**src/shared/fidsec_pkg.sv**
```systemverilog
// fidsec_pkg: opcodes, security register layout, id values, sync depth
// assumes single-lane serial bus, mode 0 (sample on rising, shift on falling)
package fidsec_pkg;
  localparam logic [7:0] OP_READ_ID        = 8'h90;
  localparam logic [7:0] OP_ENTER_OTP      = 8'hB1;
  localparam logic [7:0] OP_EXIT_OTP       = 8'hC1;
  localparam logic [7:0] OP_READ_SEC       = 8'h2B;
  localparam logic [7:0] OP_WRITE_SEC      = 8'h2F;
  localparam logic [7:0] OP_WRITE_ENABLE   = 8'h06;
  localparam logic [7:0] OP_WRITE_STATUS   = 8'h01;
  localparam logic [7:0] OP_CHIP_WIPE_A    = 8'h60;
  localparam logic [7:0] OP_CHIP_WIPE_B    = 8'hC7;
  localparam logic [7:0] OP_BLOCK_WIPE     = 8'hD8;
  localparam logic [7:0] OP_SMALL_WIPE     = 8'h20;
  localparam logic [7:0] OP_HALF_WIPE      = 8'h52;
  localparam logic [7:0] OP_READ           = 8'h03;
  localparam logic [7:0] OP_FAST_READ      = 8'h0B;
  localparam logic [7:0] OP_PROGRAM        = 8'h02;
  // arbitrary neutral identity values
  localparam logic [7:0] MAKER_CODE_DFLT   = 8'h5A;
  localparam logic [7:0] DEVICE_CODE_DFLT  = 8'h3C;
  localparam logic [7:0] ADDR_MAKER_FIRST  = 8'h00;
  localparam logic [7:0] ADDR_DEVICE_FIRST = 8'h01;
  localparam int         SEC_FACTORY_BIT   = 0;
  localparam int         SEC_LOCK_BIT      = 1;
  localparam int         SEC_PSUSP_BIT     = 2;
  localparam int         SEC_ESUSP_BIT     = 3;
  localparam int         SEC_PFAIL_BIT     = 5;
  localparam int         SEC_EFAIL_BIT     = 6;
  localparam logic [2:0] BIT_LAST          = 3'h7;
  localparam logic [1:0] ID_PRE_BYTES      = 2'h3;
  localparam int         SYNC_STAGES       = 3;
  typedef struct packed {
    logic program_suspended;
    logic program_resumed;
    logic erase_suspended;
    logic erase_resumed;
    logic program_failed;
    logic program_passed;
    logic erase_failed;
    logic erase_passed;
  } fidsec_core_ev_s;
  typedef struct packed {
    logic otp_mode;
    logic array_blocked;
    logic route_to_otp;
    logic reject;
    logic [7:0] accepted_op;
    logic accepted;
  } fidsec_cmd_s;
endpackage

```
**src/hw/fidsec_sync.sv**
```systemverilog
// fidsec_sync: three-stage pin synchroniser with change-on-agreement
// assumes inputs are asynchronous to clk_sys
`timescale 1ns/1ps
module fidsec_sync
  import fidsec_pkg::*;
#(
  parameter logic RST_VAL = 1'b0
) (
  input  wire logic clk_sys,
  input  wire logic rst_n,
  input  wire logic ce,
  input  wire logic din,
  output logic      dout
);
  logic [SYNC_STAGES-1:0] stage;
  // reset to the pin's idle level so no false edge follows reset
  always_ff @(posedge clk_sys or negedge rst_n) begin
    if (!rst_n) begin
      stage <= {SYNC_STAGES{RST_VAL}};
    end else if (ce) begin
      stage <= {stage[SYNC_STAGES-2:0], din};
    end
  end
  // change counted once stages two and three agree
  always_ff @(posedge clk_sys or negedge rst_n) begin
    if (!rst_n) begin
      dout <= RST_VAL;
    end else if (ce) begin
      if (stage[1] == stage[2]) begin
        dout <= stage[2];
      end
    end
  end
endmodule

```
**src/hw/fidsec_top.sv**
```systemverilog
// fidsec_top: id read, secured region mode and security register commands
// assumes serial clock well below clk_sys/8; mode 0 on a single data line
// Behaviour
// id read is opcode, two dummy bytes, one address byte, select low
// id bytes shift out on falling serial clock, msb first
// address zero gives maker code then device code
// address one gives device code then maker code
// id bytes alternate while selected; select rising ends command
// enter command sets secured mode, blocking main array access
// in secured mode reads and programs target the secured region
// enter command is a lone opcode; upper io lines ignored
// in secured mode status write, lock write and all wipes rejected
// once locked, only read commands accepted for the secured region
// exit command, lone opcode, returns to main array access
// security read drives register value until select rises
// security read accepted any time, repeated while clocked
// bit 0 is read-only factory lock indicator
// bit 1 set only by lock write; then bit and region frozen
// bit 2 set on program suspend, cleared on resume, default 0
// bit 3 set on erase suspend, cleared on resume, default 0
// bit 5 set by failed program, cleared by next successful one
// bit 6 set by failed erase, cleared by next successful one
// host must send write enable before lock write
// dummy byte contents of id read are ignored
`timescale 1ns/1ps
module fidsec_top
  import fidsec_pkg::*;
#(
  parameter logic [7:0] MAKER_CODE  = MAKER_CODE_DFLT,
  parameter logic [7:0] DEVICE_CODE = DEVICE_CODE_DFLT
) (
  input  wire logic      clk_sys,
  input  wire logic      rst_n,
  input  wire logic      ce,
  input  wire logic      chip_select_n,
  input  wire logic      serial_clock,
  input  wire logic      serial_input_line,
  input  wire logic [2:0] upper_io_lines,
  output logic           serial_output_line,
  output logic           serial_output_oe,
  input  wire logic      factory_locked,
  input  wire logic      lock_nv_in,
  input  wire fidsec_core_ev_s core_ev,
  output logic           lock_nv_write,
  output fidsec_cmd_s    cmd_out,
  output logic [7:0]     security_status
);
  typedef enum logic [4:0] {
    ST_IDLE   = 5'b00001,
    ST_OPCODE = 5'b00010,
    ST_ID_PRE = 5'b00100,
    ST_SHIFT  = 5'b01000,
    ST_IGNORE = 5'b10000
  } fidsec_state_e;

  logic cs_n_s;
  logic sck_s;
  logic si_s;
  fidsec_sync #(.RST_VAL(1'b1)) u_sync_cs (
    .clk_sys (clk_sys),
    .rst_n   (rst_n),
    .ce      (ce),
    .din     (chip_select_n),
    .dout    (cs_n_s)
  );
  fidsec_sync #(.RST_VAL(1'b0)) u_sync_sck (
    .clk_sys (clk_sys),
    .rst_n   (rst_n),
    .ce      (ce),
    .din     (serial_clock),
    .dout    (sck_s)
  );
  fidsec_sync #(.RST_VAL(1'b0)) u_sync_si (
    .clk_sys (clk_sys),
    .rst_n   (rst_n),
    .ce      (ce),
    .din     (serial_input_line),
    .dout    (si_s)
  );

  logic sck_d;
  logic cs_d;
  always_ff @(posedge clk_sys or negedge rst_n) begin
    if (!rst_n) begin
      sck_d <= 1'b0;
      cs_d  <= 1'b1;
    end else if (ce) begin
      sck_d <= sck_s;
      cs_d  <= cs_n_s;
    end
  end
  logic sck_rise;
  logic sck_fall;
  logic cs_rise;
  logic cs_fall;
  assign sck_rise = ce && !cs_n_s && sck_s && !sck_d;
  assign sck_fall = ce && !cs_n_s && !sck_s && sck_d;
  assign cs_rise  = ce && cs_n_s && !cs_d;
  assign cs_fall  = ce && !cs_n_s && cs_d;

  fidsec_state_e state;
  logic [2:0]    bit_cnt;
  logic [1:0]    pre_cnt;
  logic [7:0]    shreg;
  logic [7:0]    next_byte;
  logic [7:0]    opcode;
  logic          op_is_id;
  logic          toggle_sel;
  logic          wel;
  logic          otp_mode;
  logic          lock_bit;
  logic          psusp;
  logic          esusp;
  logic          pfail;
  logic          efail;
  logic [7:0]    out_byte;
  logic [7:0]    sec_reg;
  logic          byte_done;

  assign byte_done = sck_rise && (bit_cnt == BIT_LAST);
  assign next_byte = {shreg[6:0], si_s};

  // upper io lines are don't care on every command here
  logic unused_io;
  assign unused_io = ^upper_io_lines;

  function automatic logic is_wipe_or_write(input logic [7:0] op);
    return op == OP_WRITE_STATUS || op == OP_WRITE_SEC || op == OP_CHIP_WIPE_A
        || op == OP_CHIP_WIPE_B || op == OP_BLOCK_WIPE || op == OP_SMALL_WIPE
        || op == OP_HALF_WIPE;
  endfunction
  function automatic logic is_read(input logic [7:0] op);
    return op == OP_READ || op == OP_FAST_READ;
  endfunction

  always_comb begin
    sec_reg = '0;
    sec_reg[SEC_FACTORY_BIT] = factory_locked;
    sec_reg[SEC_LOCK_BIT]    = lock_bit;
    sec_reg[SEC_PSUSP_BIT]   = psusp;
    sec_reg[SEC_ESUSP_BIT]   = esusp;
    sec_reg[SEC_PFAIL_BIT]   = pfail;
    sec_reg[SEC_EFAIL_BIT]   = efail;
  end
  assign security_status = sec_reg;

  // serial command sequencing
  always_ff @(posedge clk_sys or negedge rst_n) begin
    if (!rst_n) begin
      state      <= ST_IDLE;
      bit_cnt    <= '0;
      pre_cnt    <= '0;
      shreg      <= '0;
      opcode     <= '0;
      op_is_id   <= 1'b0;
      toggle_sel <= 1'b0;
      out_byte   <= '0;
    end else if (cs_rise) begin
      state <= ST_IDLE;
    end else if (cs_fall) begin
      state   <= ST_OPCODE;
      bit_cnt <= '0;
    end else begin
      unique case (state)
        ST_IDLE: begin
          if (ce) begin
            bit_cnt <= '0;
          end
        end
        ST_OPCODE: begin
          if (sck_rise) begin
            shreg   <= next_byte;
            bit_cnt <= bit_cnt + 3'h1;
          end
          if (byte_done) begin
            opcode <= next_byte;
            if (next_byte == OP_READ_ID) begin
              state   <= ST_ID_PRE;
              pre_cnt <= '0;
            end else if (next_byte == OP_READ_SEC) begin
              state    <= ST_SHIFT;
              op_is_id <= 1'b0;
              out_byte <= sec_reg;
            end else begin
              state <= ST_IGNORE;
            end
          end
        end
        ST_ID_PRE: begin
          if (sck_rise) begin
            shreg   <= next_byte;
            bit_cnt <= bit_cnt + 3'h1;
          end
          if (byte_done) begin
            pre_cnt <= pre_cnt + 2'h1;
            // dummy bytes only counted, their value never read
            if (pre_cnt == ID_PRE_BYTES - 2'h1) begin
              state    <= ST_SHIFT;
              op_is_id <= 1'b1;
              if (next_byte == ADDR_DEVICE_FIRST) begin
                out_byte   <= DEVICE_CODE;
                toggle_sel <= 1'b0;
              end else begin
                out_byte   <= MAKER_CODE;
                toggle_sel <= 1'b1;
              end
            end
          end
        end
        ST_SHIFT: begin
          if (sck_fall) begin
            bit_cnt <= bit_cnt + 3'h1;
            if (bit_cnt == BIT_LAST) begin
              if (op_is_id) begin
                out_byte   <= toggle_sel ? DEVICE_CODE : MAKER_CODE;
                toggle_sel <= !toggle_sel;
              end else begin
                out_byte <= sec_reg;
              end
            end
          end
        end
        ST_IGNORE: begin
          if (sck_rise) begin
            bit_cnt <= bit_cnt + 3'h1;
          end
        end
      endcase
    end
  end

  // output bit: msb first, changes on falling edge
  always_ff @(posedge clk_sys or negedge rst_n) begin
    if (!rst_n) begin
      serial_output_line <= 1'b0;
      serial_output_oe   <= 1'b0;
    end else if (ce) begin
      if (cs_n_s || state != ST_SHIFT) begin
        serial_output_oe <= 1'b0;
      end else if (sck_fall) begin
        serial_output_oe   <= 1'b1;
        serial_output_line <= out_byte[BIT_LAST - bit_cnt];
      end
    end
  end

  // lone-opcode commands take effect at select rising on a byte boundary
  logic lone_ok;
  assign lone_ok = cs_rise && state == ST_IGNORE && bit_cnt == '0;
  always_ff @(posedge clk_sys or negedge rst_n) begin
    if (!rst_n) begin
      otp_mode <= 1'b0;
    end else if (lone_ok && opcode == OP_ENTER_OTP) begin
      otp_mode <= 1'b1;
    end else if (lone_ok && opcode == OP_EXIT_OTP) begin
      otp_mode <= 1'b0;
    end
  end

  logic sec_write_ok;
  assign sec_write_ok = lone_ok && opcode == OP_WRITE_SEC && wel && !otp_mode
                        && !lock_bit;
  always_ff @(posedge clk_sys or negedge rst_n) begin
    if (!rst_n) begin
      wel <= 1'b0;
    end else if (lone_ok && opcode == OP_WRITE_ENABLE) begin
      wel <= 1'b1;
    end else if (lone_ok && opcode == OP_WRITE_SEC) begin
      wel <= 1'b0;
    end
  end

  // lock bit loaded from non-volatile store after reset, set-only
  logic lock_loaded;
  always_ff @(posedge clk_sys or negedge rst_n) begin
    if (!rst_n) begin
      lock_bit    <= 1'b0;
      lock_loaded <= 1'b0;
    end else if (ce) begin
      lock_loaded <= 1'b1;
      if (!lock_loaded) begin
        lock_bit <= lock_nv_in;
      end else if (sec_write_ok) begin
        lock_bit <= 1'b1;
      end
    end
  end
  assign lock_nv_write = sec_write_ok;

  // suspend and failure flags; set wins over clear
  always_ff @(posedge clk_sys or negedge rst_n) begin
    if (!rst_n) begin
      psusp <= 1'b0;
      esusp <= 1'b0;
      pfail <= 1'b0;
      efail <= 1'b0;
    end else if (ce) begin
      if (core_ev.program_suspended) begin
        psusp <= 1'b1;
      end else if (core_ev.program_resumed) begin
        psusp <= 1'b0;
      end
      if (core_ev.erase_suspended) begin
        esusp <= 1'b1;
      end else if (core_ev.erase_resumed) begin
        esusp <= 1'b0;
      end
      if (core_ev.program_failed) begin
        pfail <= 1'b1;
      end else if (core_ev.program_passed) begin
        pfail <= 1'b0;
      end
      if (core_ev.erase_failed) begin
        efail <= 1'b1;
      end else if (core_ev.erase_passed) begin
        efail <= 1'b0;
      end
    end
  end

  // command verdict for the array core
  logic op_done;
  logic reject;
  assign op_done = ce && state == ST_OPCODE && byte_done;
  always_comb begin
    reject = 1'b0;
    if (otp_mode && is_wipe_or_write(next_byte)) begin
      reject = 1'b1;
    end else if (otp_mode && (lock_bit || factory_locked) && !is_read(next_byte)
                 && next_byte != OP_READ_SEC && next_byte != OP_EXIT_OTP
                 && next_byte != OP_READ_ID) begin
      reject = 1'b1;
    end
  end
  always_ff @(posedge clk_sys or negedge rst_n) begin
    if (!rst_n) begin
      cmd_out <= '0;
    end else if (ce) begin
      cmd_out.otp_mode      <= otp_mode;
      cmd_out.array_blocked <= otp_mode;
      cmd_out.route_to_otp  <= otp_mode && (is_read(opcode) || opcode == OP_PROGRAM);
      cmd_out.accepted      <= op_done && !reject;
      cmd_out.reject        <= op_done && reject;
      if (op_done) begin
        cmd_out.accepted_op <= next_byte;
      end
    end
  end
endmodule

```
**config.mk**
```make
export PLATFORM = sky130hd
export DESIGN_NAME = fidsec_top
export DESIGN_NICKNAME = d
export VERILOG_FILES = /design/src/shared/fidsec_pkg.sv /design/src/hw/fidsec_sync.sv /design/src/hw/fidsec_top.sv
export SDC_FILE = /design/constraint.sdc
export NUM_CORES = 1
export LEC_CHECK = 0
export BUFFER_PORTS_ARGS = -buffer_cell sky130_fd_sc_hd__buf_2
export CAP_MARGIN = 20
export CORE_MARGIN = 8
export CORE_UTILIZATION = 63
export DETAILED_ROUTE_END_ITERATION = 16
export PLACE_DENSITY = 0.87
export SLEW_MARGIN = 20
export SYNTH_ARGS = -nofsm -noshare
export SYNTH_HDL_FRONTEND = slang
export SYNTH_HIERARCHICAL = 1
export SYNTH_SLANG_ARGS = --single-unit
```
**constraint.sdc**
```tcl
create_clock -name clk_sys -period 4.6 [get_ports clk_sys]
set_input_delay 0.23 -clock clk_sys [delete_from_list [all_inputs] [get_ports clk_sys]]
set_output_delay 0.23 -clock clk_sys [all_outputs]
set_load 0.01 [all_outputs]
```
==> results of run 1 <==
layout make-up:
class	instances	share of cell area [%]
Tap cell	72	2.24
Inverter	16	1.49
Clock buffer	10	3.17
Sequential cell	70	43.7
Clock inverter	6	2.70
Timing Repair Buffer	38	4.78
Multi-Input combinational cell	242	42.0
flip-flops by register name, indices dropped and copies added (netlist names), 2 cells and up:
| name | count |
|---|---|
| u_sync_cs/stage | 3 |
| opcode | 8 |
| shreg | 7 |
| bit_cnt | 3 |
| u_sync_si/stage | 3 |
| cmd_out | 12 |
| out_byte | 7 |
| state | 5 |
| u_sync_sck/stage | 3 |
| pre_cnt | 2 |
how the worst max path moves through the flow:
| stage | slack [ns] | startpoint | endpoint | cells past startpoint |
|---|---|---|---|---|
| 6_report | 2.03 | bit_cnt[0] | lock_nv_write | 7 |
| 5_1_grt | 1.87 | bit_cnt[0] | lock_nv_write | 7 |
| 4_1_cts | 2.01 | bit_cnt[0] | lock_nv_write | 7 |
| 3_5_place_dp | 1.80 | ce | opcode[4] | 6 |
| 3_3_place_gp | 1.86 | ce | opcode[0] | 6 |
| 2_1_floorplan | 2.61 | u_sync_cs/dout | out_byte[3] | 6 |
per-stage QoR:
stage	worst slack, ns	util (%)	cells	instance area, sq um
final	2.03	72.7	454	4030
after floorplan	2.61	-	350	3640
after global placement	1.86	68.5	438	3790
after global routing	1.87	72.7	454	4030
after detailed placement	1.80	68.5	438	3790
after CTS	2.01	72.7	454	4030
worst register-to-register path: cells and delay by family (launching register included):
family           cells  cell delay (ns)
AND/OR/NAND/NOR      4             1.47
flip-flops           1             0.51
multiplexers         1             0.37
per-layer routing:
layer  vias up  GRT usage (%)
li1       1304              -
met1      1310           22.7
met2        72           27.8
met3        20           4.32
met4         0           11.5
met5         -              0
cell usage after synthesis (3+ instances only):
cell type                   number  area share (%)
sky130_fd_sc_hd__nand2_1        55             5.7
sky130_fd_sc_hd__a22o_1          4            0.96
sky130_fd_sc_hd__buf_4           9             1.9
sky130_fd_sc_hd__inv_1          16             1.7
sky130_fd_sc_hd__nand4_1         7             1.2
sky130_fd_sc_hd__or4_4           4             1.2
sky130_fd_sc_hd__dfstp_2         6             4.3
sky130_fd_sc_hd__nor4b_1         4            0.96
sky130_fd_sc_hd__dfrtp_1        64              44
sky130_fd_sc_hd__nor3_1          4            0.55
sky130_fd_sc_hd__ha_1            4             1.4
sky130_fd_sc_hd__a21o_1          3            0.62
sky130_fd_sc_hd__nor4_1          4            0.69
sky130_fd_sc_hd__o31ai_1         4            0.83
sky130_fd_sc_hd__mux2i_1         6             1.7
sky130_fd_sc_hd__nand3_1         7            0.96
sky130_fd_sc_hd__nor2_1         15             1.6
sky130_fd_sc_hd__o21ai_0        18             2.5
sky130_fd_sc_hd__mux2_2         24             7.4
sky130_fd_sc_hd__and2_1          4            0.69
sky130_fd_sc_hd__o2bb2ai_1       4            0.96
sky130_fd_sc_hd__a21oi_1        15             2.1
sky130_fd_sc_hd__nand2b_1        5            0.86
sky130_fd_sc_hd__clkbuf_1       10             1.0
report_power, final:
group / leakage, nW / switching, mW / internal (mW)
Sequential: 0.902 / 0.0776 / 0.675
Clock: 0.121 / 0.232 / 0.360
Combinational: 0.883 / 0.164 / 0.131
cell families after synthesis:
group | synth area share, %
other | 0.103
multiplexers | 10.9
flip-flops | 48.4
AO/OA/AOI/OAI | 13.0
adder cells (fa/ha/maj) | 1.38
XOR/XNOR | 0.241
buffers and inverters | 5.13
AND/OR/NAND/NOR | 20.9
cell usage in the layout, fill, tap and decap left out, drive strengths merged, types with 5 or more instances in the layout:
cell / instances
nand2: 56
or4: 5
nor4: 6
dfrtp: 64
nand2b: 5
mux2i: 6
nor2: 19
nor3: 5
buf: 38
o21ai: 20
inv: 17
mux2: 27
nand3: 7
dfstp: 6
a21oi: 15
nand4: 7
clkbuf: 10
==> run summary, run 1 <==
The worst setup path is captured at a primary output. The final hold violation count was 0; the maximum ir drop on the vdd rail was 257 uV. After filler insertion, the fill cell instance count of the layout stands at 385. The post-CTS setup repair buffer count came out at 0.

The endpoint identified for the worst register-to-register timing path is opcode[1]. Data arrives at the worst endpoint at 2.34 ns. Together, buffers and inverters on the worst path number 2.

Period utilization: 55.9%. Measured in cells, the most critical reg-to-reg path has a length of 5. The width of the die was 91.9 microns. The tools report the total number of vias as 2706. The minimum clock period came out at 2.57 ns.

In the routed design, unresolved DRC markers number 0. Power spread over the standard cell area amounts to 407 nW/um^2. The count of clock tree sinks came out at 70. The die covers 8450 sq um. The total length of routed wires is 7.43 mm, and the share of synthesized registers carrying an async set or reset is 100%.

The maximum cell stage delay along the critical path was 0.44 ns; the hold buffer count at cts was 0. After synthesis the netlist holds a flip-flop and latch count of 70. After floorplanning, the core was divided into 27 placement rows. Along the worst path, the maximum fanout reaches 5. Setup repair after global routing left no endpoint under its margin. Traced cell by cell, the critical path runs through inv_1 -> ha_1 -> and3b_1 -> nand4_1 -> or3_1 -> nor4_2 -> buf_2. The count of nets left with antenna violations once routing finished came out at 0.

In the synthesized netlist the dominant register cell turns out to be sky130_fd_sc_hd__dfrtp_1. The logs give 0 for the remaining global-route overflow and 5540 sq um for the area of the core. Across all register-to-register paths, the minimum setup slack is 2.14 ns. Synthesis produced a netlist whose cell count is 349. For the pin with the worst max-slew slack, the measured transition is 0.845 ns. The violation count after the first detailed-routing iteration is 192. From synthesis to final layout, the design area changed by 10.9%. The global placer's final weighted congestion is 0.890, and the number of warnings issued by yosys is 6. In this run the tightest slew margin relative to its limit is 43.7%. For the CTS buffer count, the log shows 9. After detailed routing, the met2 layer carries 3.49 mm of wire. The number of pins exceeding their max-slew limit in the final report was 0; the number of gates resized after cts was 0. Data on the critical path is required at its endpoint by 4.37 ns.

Derived from the worst setup path, the maximum achievable clock frequency is 0.389 GHz. Max-cap violations in this run came to 0. During I/O placement, the number of pins put on the boundary was 43. For the number of global-route vias before repair, the log shows 2739. The kind of cell with the highest combined delay along the critical path is simple AND/OR/NAND/NOR gates. For the total met3 wirelength after detailed routing, the log shows 334 microns. The pin count of the biggest net entering global routing was 71; the post-detailed-route via-to-cell ratio was 5.96. After the last flow step, the layout net total stands at 400.

The clock arrives with 0.00829 ns of skew. Summed over all cells, the static leakage comes to 1.91 nW. Global routing consumed, over all layers together, 18.2% of the routing resources. The type of the worst min-delay path was primary input to asynchronous set/reset pin. Measured along the y axis, the die boundary spans 91.9 microns.

The critical path in this run is classified as register to primary output. TritonCTS built the clock tree. The number of antenna violations at the first check in global routing was 0. Setup violations remaining at the end of the flow were counted as 0. The clock-pin slew on the worst setup and hold paths is 0.08 ns. The count of buffers from port buffering is 37, and the average size of a mapped cell is 10.4 sq um. The first global-routing pass estimated 12.6 mm of wire.

The flow ran to the end, and the final reports show no timing, DRC or antenna violations. The largest individual stage delay along the critical path comes from the cell sky130_fd_sc_hd__or3_1. In this run the number of H-tree levels came out at 3. The run gives 48.4% as the portion of the post-synthesis area used by sequential elements. After synthesis, the netlist uses 64 different library cells. After detailed routing, the average wire length per cell comes to 16.4 microns. The multi-input logic area is 1690 sq um. The antenna diode count came out at 0.

In this run the critical register-to-register path is launched from state[4]. Once the floorplan was initialized, standard cells occupied 65.6% of the core. The number of flops mapped to enable cells by yosys was 0. Clock tree synthesis selected as its root buffer the cell sky130_fd_sc_hd__clkbuf_8.

The share of final-layout standard cells stronger than drive strength 1 is 28.0%. Area taken by flip-flops and latches: 1760 sq um. Placed wire-length estimate: 5.00 mm. The post-synthesis instance area is 3630 sq um. The clock network latency to the later pin of the worst-skew pair came out at 0.34 ns. The clock passes through at most 2 buffers.

The logs give 0 ns for the final sum of negative setup slack and 1.64 mW for the total power consumption of the routed design. The first detailed-routing pass ran for 4 iterations. Hold is met by 0.0816 ns. The uppermost layer routed is met4.

STA classifies the critical path startpoint as a register. The tools report the wire length on met1 as 3.36 mm.
No activity file was read; power rests on OpenSTA's default activity.
==> run 2: changes to the inputs <==
Settings changed: ABC_AREA set to 1, CORE_UTILIZATION 63 to 59, PLACE_DENSITY 0.87 to 0.82.
Clock period 4.6 ns to 2.4 ns, I/O delays scaled along.
==> run 2 against run 1 <==
Count of clock-buffer cells in the layout stayed put. Worst hold slack worse by 0.027 ns. Global-route usage is 1.6 points higher.
==> run summary, run 2 <==
The flow ran to the end, and the final reports show no timing, DRC or antenna violations. The tools report the violation count after the first detailed-routing iteration as 244 (was 192). The remaining antenna violation count is 0 (unchanged). Of the available clock period, the critical path in the final layout requires 82.9%. The cell internal power dissipation is 2.31 mW (was 1.17 mW), and the final sum of negative setup slack is 0 ns (unchanged). For the global-route wire length before repair, the log shows 15.6 mm (was 12.6 mm). The run gives 0 (unchanged) as the remaining global-route overflow. For the maximum ir drop on the vdd rail, the log shows 570 uV (was 257 uV). The logs give 29.3% (was 36.1%) for the fraction of power consumed by the clock network and 3930 sq um (was 3630 sq um) for the post-synthesis instance area. Largest driver fanout on the critical path: 5 (unchanged). The worst setup slack before clock tree synthesis came out at 0.590 ns (was 1.80 ns). The run gives 2.26 nW (was 1.91 nW) as the reported leakage power. The cell at the slowest stage of the critical path is sky130_fd_sc_hd__dfstp_2 (was sky130_fd_sc_hd__or3_1). The tools report the final setup slack of the worst path as 0.411 ns (was 2.03 ns).

The logs give 3377 (was 2739) for the number of global-route vias before repair and 0 (unchanged) for the number of max-cap violations. The tools report the placed wire-length estimate as 6.55 mm (was 5.00 mm). Post-synthesis cell type with the largest combined area: sky130_fd_sc_hd__dfrtp_1 (unchanged). The part of the total power dissipated in combinational logic is 29.2% (was 18.0%). The slew at the pin closest to its max-slew limit came out at 0.681 ns (was 0.845 ns). For the worst path arrival time, the log shows 1.87 ns (was 2.34 ns). The number of search-and-repair iterations in the first detailed-routing pass came out at 5 (was 4). The required time at the endpoint of the critical path is 2.28 ns (was 4.37 ns), and the average size of a mapped cell is 7.76 sq um (was 10.4 sq um).

The average detailed-routed wire length per instance came out at 14.0 microns (was 16.4 microns). For the total setup violations reported at the end of the flow, the log shows 0 (unchanged). Type of the setup path with the least slack: register to primary output (unchanged). The antenna diode count was 0 (unchanged). The share of final-layout standard cells stronger than drive strength 1 was 19.7% (was 28.0%). The number of antenna violations at the first check in global routing is 0 (unchanged), and the portion of the post-synthesis area used by sequential elements is 44.7% (was 48.4%). The area share of the largest cell type after synthesis came out at 40.7% (was 44.1%).

The logs give 0.36 ns (was 0.34 ns) for the clock network latency to the later pin of the worst-skew pair and 0.00836 ns (was 0.00829 ns) for the worst clock skew. The number of standard cells after synthesis is 507 (was 349). Total number of vias: 3374 (was 2706). The tools report the number of gates resized after cts as 0 (unchanged).

Synth area leaders: sky130_fd_sc_hd__dfrtp_1, sky130_fd_sc_hd__nand2_1, sky130_fd_sc_hd__nor2_1 (was sky130_fd_sc_hd__dfrtp_1, sky130_fd_sc_hd__mux2_2, sky130_fd_sc_hd__nand2_1). The tools report the relative contribution of sequential cells to total power as 41.5% (was 45.9%). Kind of cell adding the most delay to the critical path: simple AND/OR/NAND/NOR gates (unchanged). Derived from the worst setup path, the maximum achievable clock frequency is 0.503 GHz. Number of design rule violations left after detail routing: 0 (unchanged).

For the count of clock tree sinks, the log shows 70 (unchanged). The register bit total from synthesis works out to 70 (unchanged). The total power divided by cell area was 818 nW/um^2 (was 407 nW/um^2); the hold buffer count at cts was 8 (was 0).

The tools report the total length of routed wires as 8.88 mm (was 7.43 mm). Register with the most flip-flops: cmd_out (unchanged). Flip-flop count of the largest register after layout: 12 (unchanged).

TritonCTS built the clock tree. The count of different cell masters after synthesis was 43 (was 64); the global placer's final weighted congestion was 0.947 (was 0.890). The overall track demand over capacity in global routing came out at 19.8% (was 18.2%). The post-route core utilization is 69.5% (was 72.7%), and the number of flops mapped to enable cells by yosys is 0 (unchanged). The height of the chip works out to 97.6 microns (was 91.9 microns).

The net switching share of the total power was 36.3% (was 28.9%). The dominant cell by count in the synthesized netlist is sky130_fd_sc_hd__nand2_1 (was sky130_fd_sc_hd__dfrtp_1). Width of the die: 97.6 microns (was 91.9 microns). The type of the worst min-delay path was primary input to register (was primary input to asynchronous set/reset pin). Top-level I/O count: 43 (unchanged). The count of buffers from port buffering is 37 (unchanged). Top flop regs: cmd_out: 12 flops, opcode: 8 flops (unchanged). The most common cell after layout, fill and taps aside is sky130_fd_sc_hd__nand2_1 (was sky130_fd_sc_hd__dfrtp_1). The logs give 29 (was 27) for the count of standard-cell rows and 3 (unchanged) for the level count of the clock H-tree. The run gives 6 (unchanged) as the number of warnings issued by yosys.

For the tightest slew margin relative to the limit, the log shows 54.6% (was 43.7%). Commonest cells after routing, fill and taps aside: sky130_fd_sc_hd__nand2_1, sky130_fd_sc_hd__dfrtp_1, sky130_fd_sc_hd__nor2_1 (was sky130_fd_sc_hd__dfrtp_1, sky130_fd_sc_hd__nand2_1, sky130_fd_sc_hd__buf_2). Subtracting the final worst setup slack from the clock period gives 1.99 ns.

The tools report the final hold violation count as 0 (unchanged). The run gives 9530 sq um (was 8450 sq um) as the area of the die. The buffering stage count on the worst path with inverters included was 1 (was 2); the worst-case reg-to-reg path depth was 9 (was 5). The logs give 0 (unchanged) for the post-CTS setup repair buffer count and 0 (unchanged) for the number of pins exceeding their max-slew limit in the final report. Most frequent cells after synthesis: sky130_fd_sc_hd__nand2_1, sky130_fd_sc_hd__dfrtp_1, sky130_fd_sc_hd__nor2_1 (was sky130_fd_sc_hd__dfrtp_1, sky130_fd_sc_hd__nand2_1, sky130_fd_sc_hd__mux2_2). The tools report the nature of the critical path endpoint as a primary output (unchanged). Setup repair after global routing left no endpoint under its margin. The area of the core is 6390 sq um (was 5540 sq um), and the starting density of the core is 61.6% (was 65.6%). Startpoint type of the worst setup path: a register (unchanged). The share of synthesized registers carrying an async set or reset was 100% (unchanged).

Critical-path cell list: nand3_2 -> nor3_2 -> nand2_1 -> nor2_1 -> buf_2 (was inv_1 -> ha_1 -> and3b_1 -> nand4_1 -> or3_1 -> nor4_2 -> buf_2). Pin count of the biggest net entering global routing: 43 (was 71). The CTS buffer count is 9 (unchanged), and the instance count on the critical path is 5 (was 7). The tools report the buffer type at the clock tree root as sky130_fd_sc_hd__clkbuf_8 (unchanged). The run gives 521 (was 385) as the filler cell count.

The most used flip-flop cell after synthesis was sky130_fd_sc_hd__dfrtp_1 (unchanged). Final layout net count: 575 (was 400). The area growth from synthesis to layout came out at 12.9% (was 10.9%). The worst-case clock buffer depth came out at 2 (unchanged). The worst hold path was traced through 3 stages.

The post-detailed-route via-to-cell ratio is 5.32 (was 5.96), and the clock-pin slew on the worst setup and hold paths is 0.08 ns (about the same). Maximum cell stage delay along the critical path: 0.64 ns (was 0.44 ns). The logs give 1.32 mW (was 474 uW) for the net switching power and 3.63 mW (was 1.64 mW) for the total power consumption of the routed design.
[run 2: cell types whose count changed in the layout (fill, tap and decap cells not counted), sizes merged, moves of 8 or more]
cell         before  now
dlygate4sd3       0    8
nand3             7   32
mux2             27    0
o21ai            20   45
nor2             19   63
nand4             7   17
inv              17   58
nand2            56  166
[run 2: kinds of logic (layout without fill, tap and decap cells)]
logic type / after synthesis / count (layout) / share of synthesized area [%]
AO/OA/AOI/OAI: 68 / 68 / 10.9
adder cells (fa/ha/maj): 4 / 4 / 1.27
buffers and inverters: 76 / 125 / 8.88
flip-flops: 70 / 70 / 44.7
other: 1 / 2 / 0.0954
AND/OR/NAND/NOR: 288 / 288 / 34.1
[run 2: worst reg2reg max path: cells and delay by family (launching register included)]
| family | cells | cell delay, ns |
|---|---|---|
| adders and majority gates | 2 | 0.46 |
| DFF | 1 | 0.47 |
| and+or+nand+nor | 7 | 0.83 |
[run 2: layout make-up]
class                      count  area, sq um  area share [%]
sequential                    70         1760            39.6
timing repair buffer          48          300            6.77
tap                           77         96.3            2.17
multi-input combinational    362         1830            41.2
inverter                      61          231            5.22
clock buffer                  10          138            3.10
clock inverter                 6         85.1            1.92
[run 2: path summary, 6_finish.rpt]
| check | from | endpoint | slack [ns] |
|---|---|---|---|
| max in group asynchronous | rst_n | u_sync_cs/dout | 1.35 |
| min in group asynchronous | rst_n | cmd_out[11] | 0.34 |
| setup reg to reg | bit_cnt[0] | out_byte[5] | 0.54 |
| hold reg to reg | cmd_out[10] | cmd_out[10] | 0.48 |
| hold / removal | core_ev[6] | psusp | 0.05 |
| setup / recovery | u_sync_cs/dout | lock_nv_write | 0.41 |
[run 2: power by group through the flow]
stage	clock network [mW]	logic, mW	registers, mW
after floorplan	0	0.828	1.49
after global placement	0	1.00	1.52
after detailed placement	0	1.04	1.53
after CTS	1.08	1.06	1.50
after global routing	1.13	1.21	1.53
final	1.06	1.06	1.50
[run 2: routing by layer]
metal / GRT usage [%] / wire length (microns)
met2: 32.0 / 4240
met3: 4.84 / 392
met1: 24.5 / 4020
met5: 0 / 0
met4: 8.62 / 231
[run 2: metrics by stage]
stage,hold slack [ns],std cells,instance area [sq um]
after floorplan,-0.176,508,3940
after global placement,0.183,610,4140
after detailed placement,0.204,610,4140
after CTS,0.0450,634,4440
after global routing,0.0518,634,4440
final,0.0550,634,4440
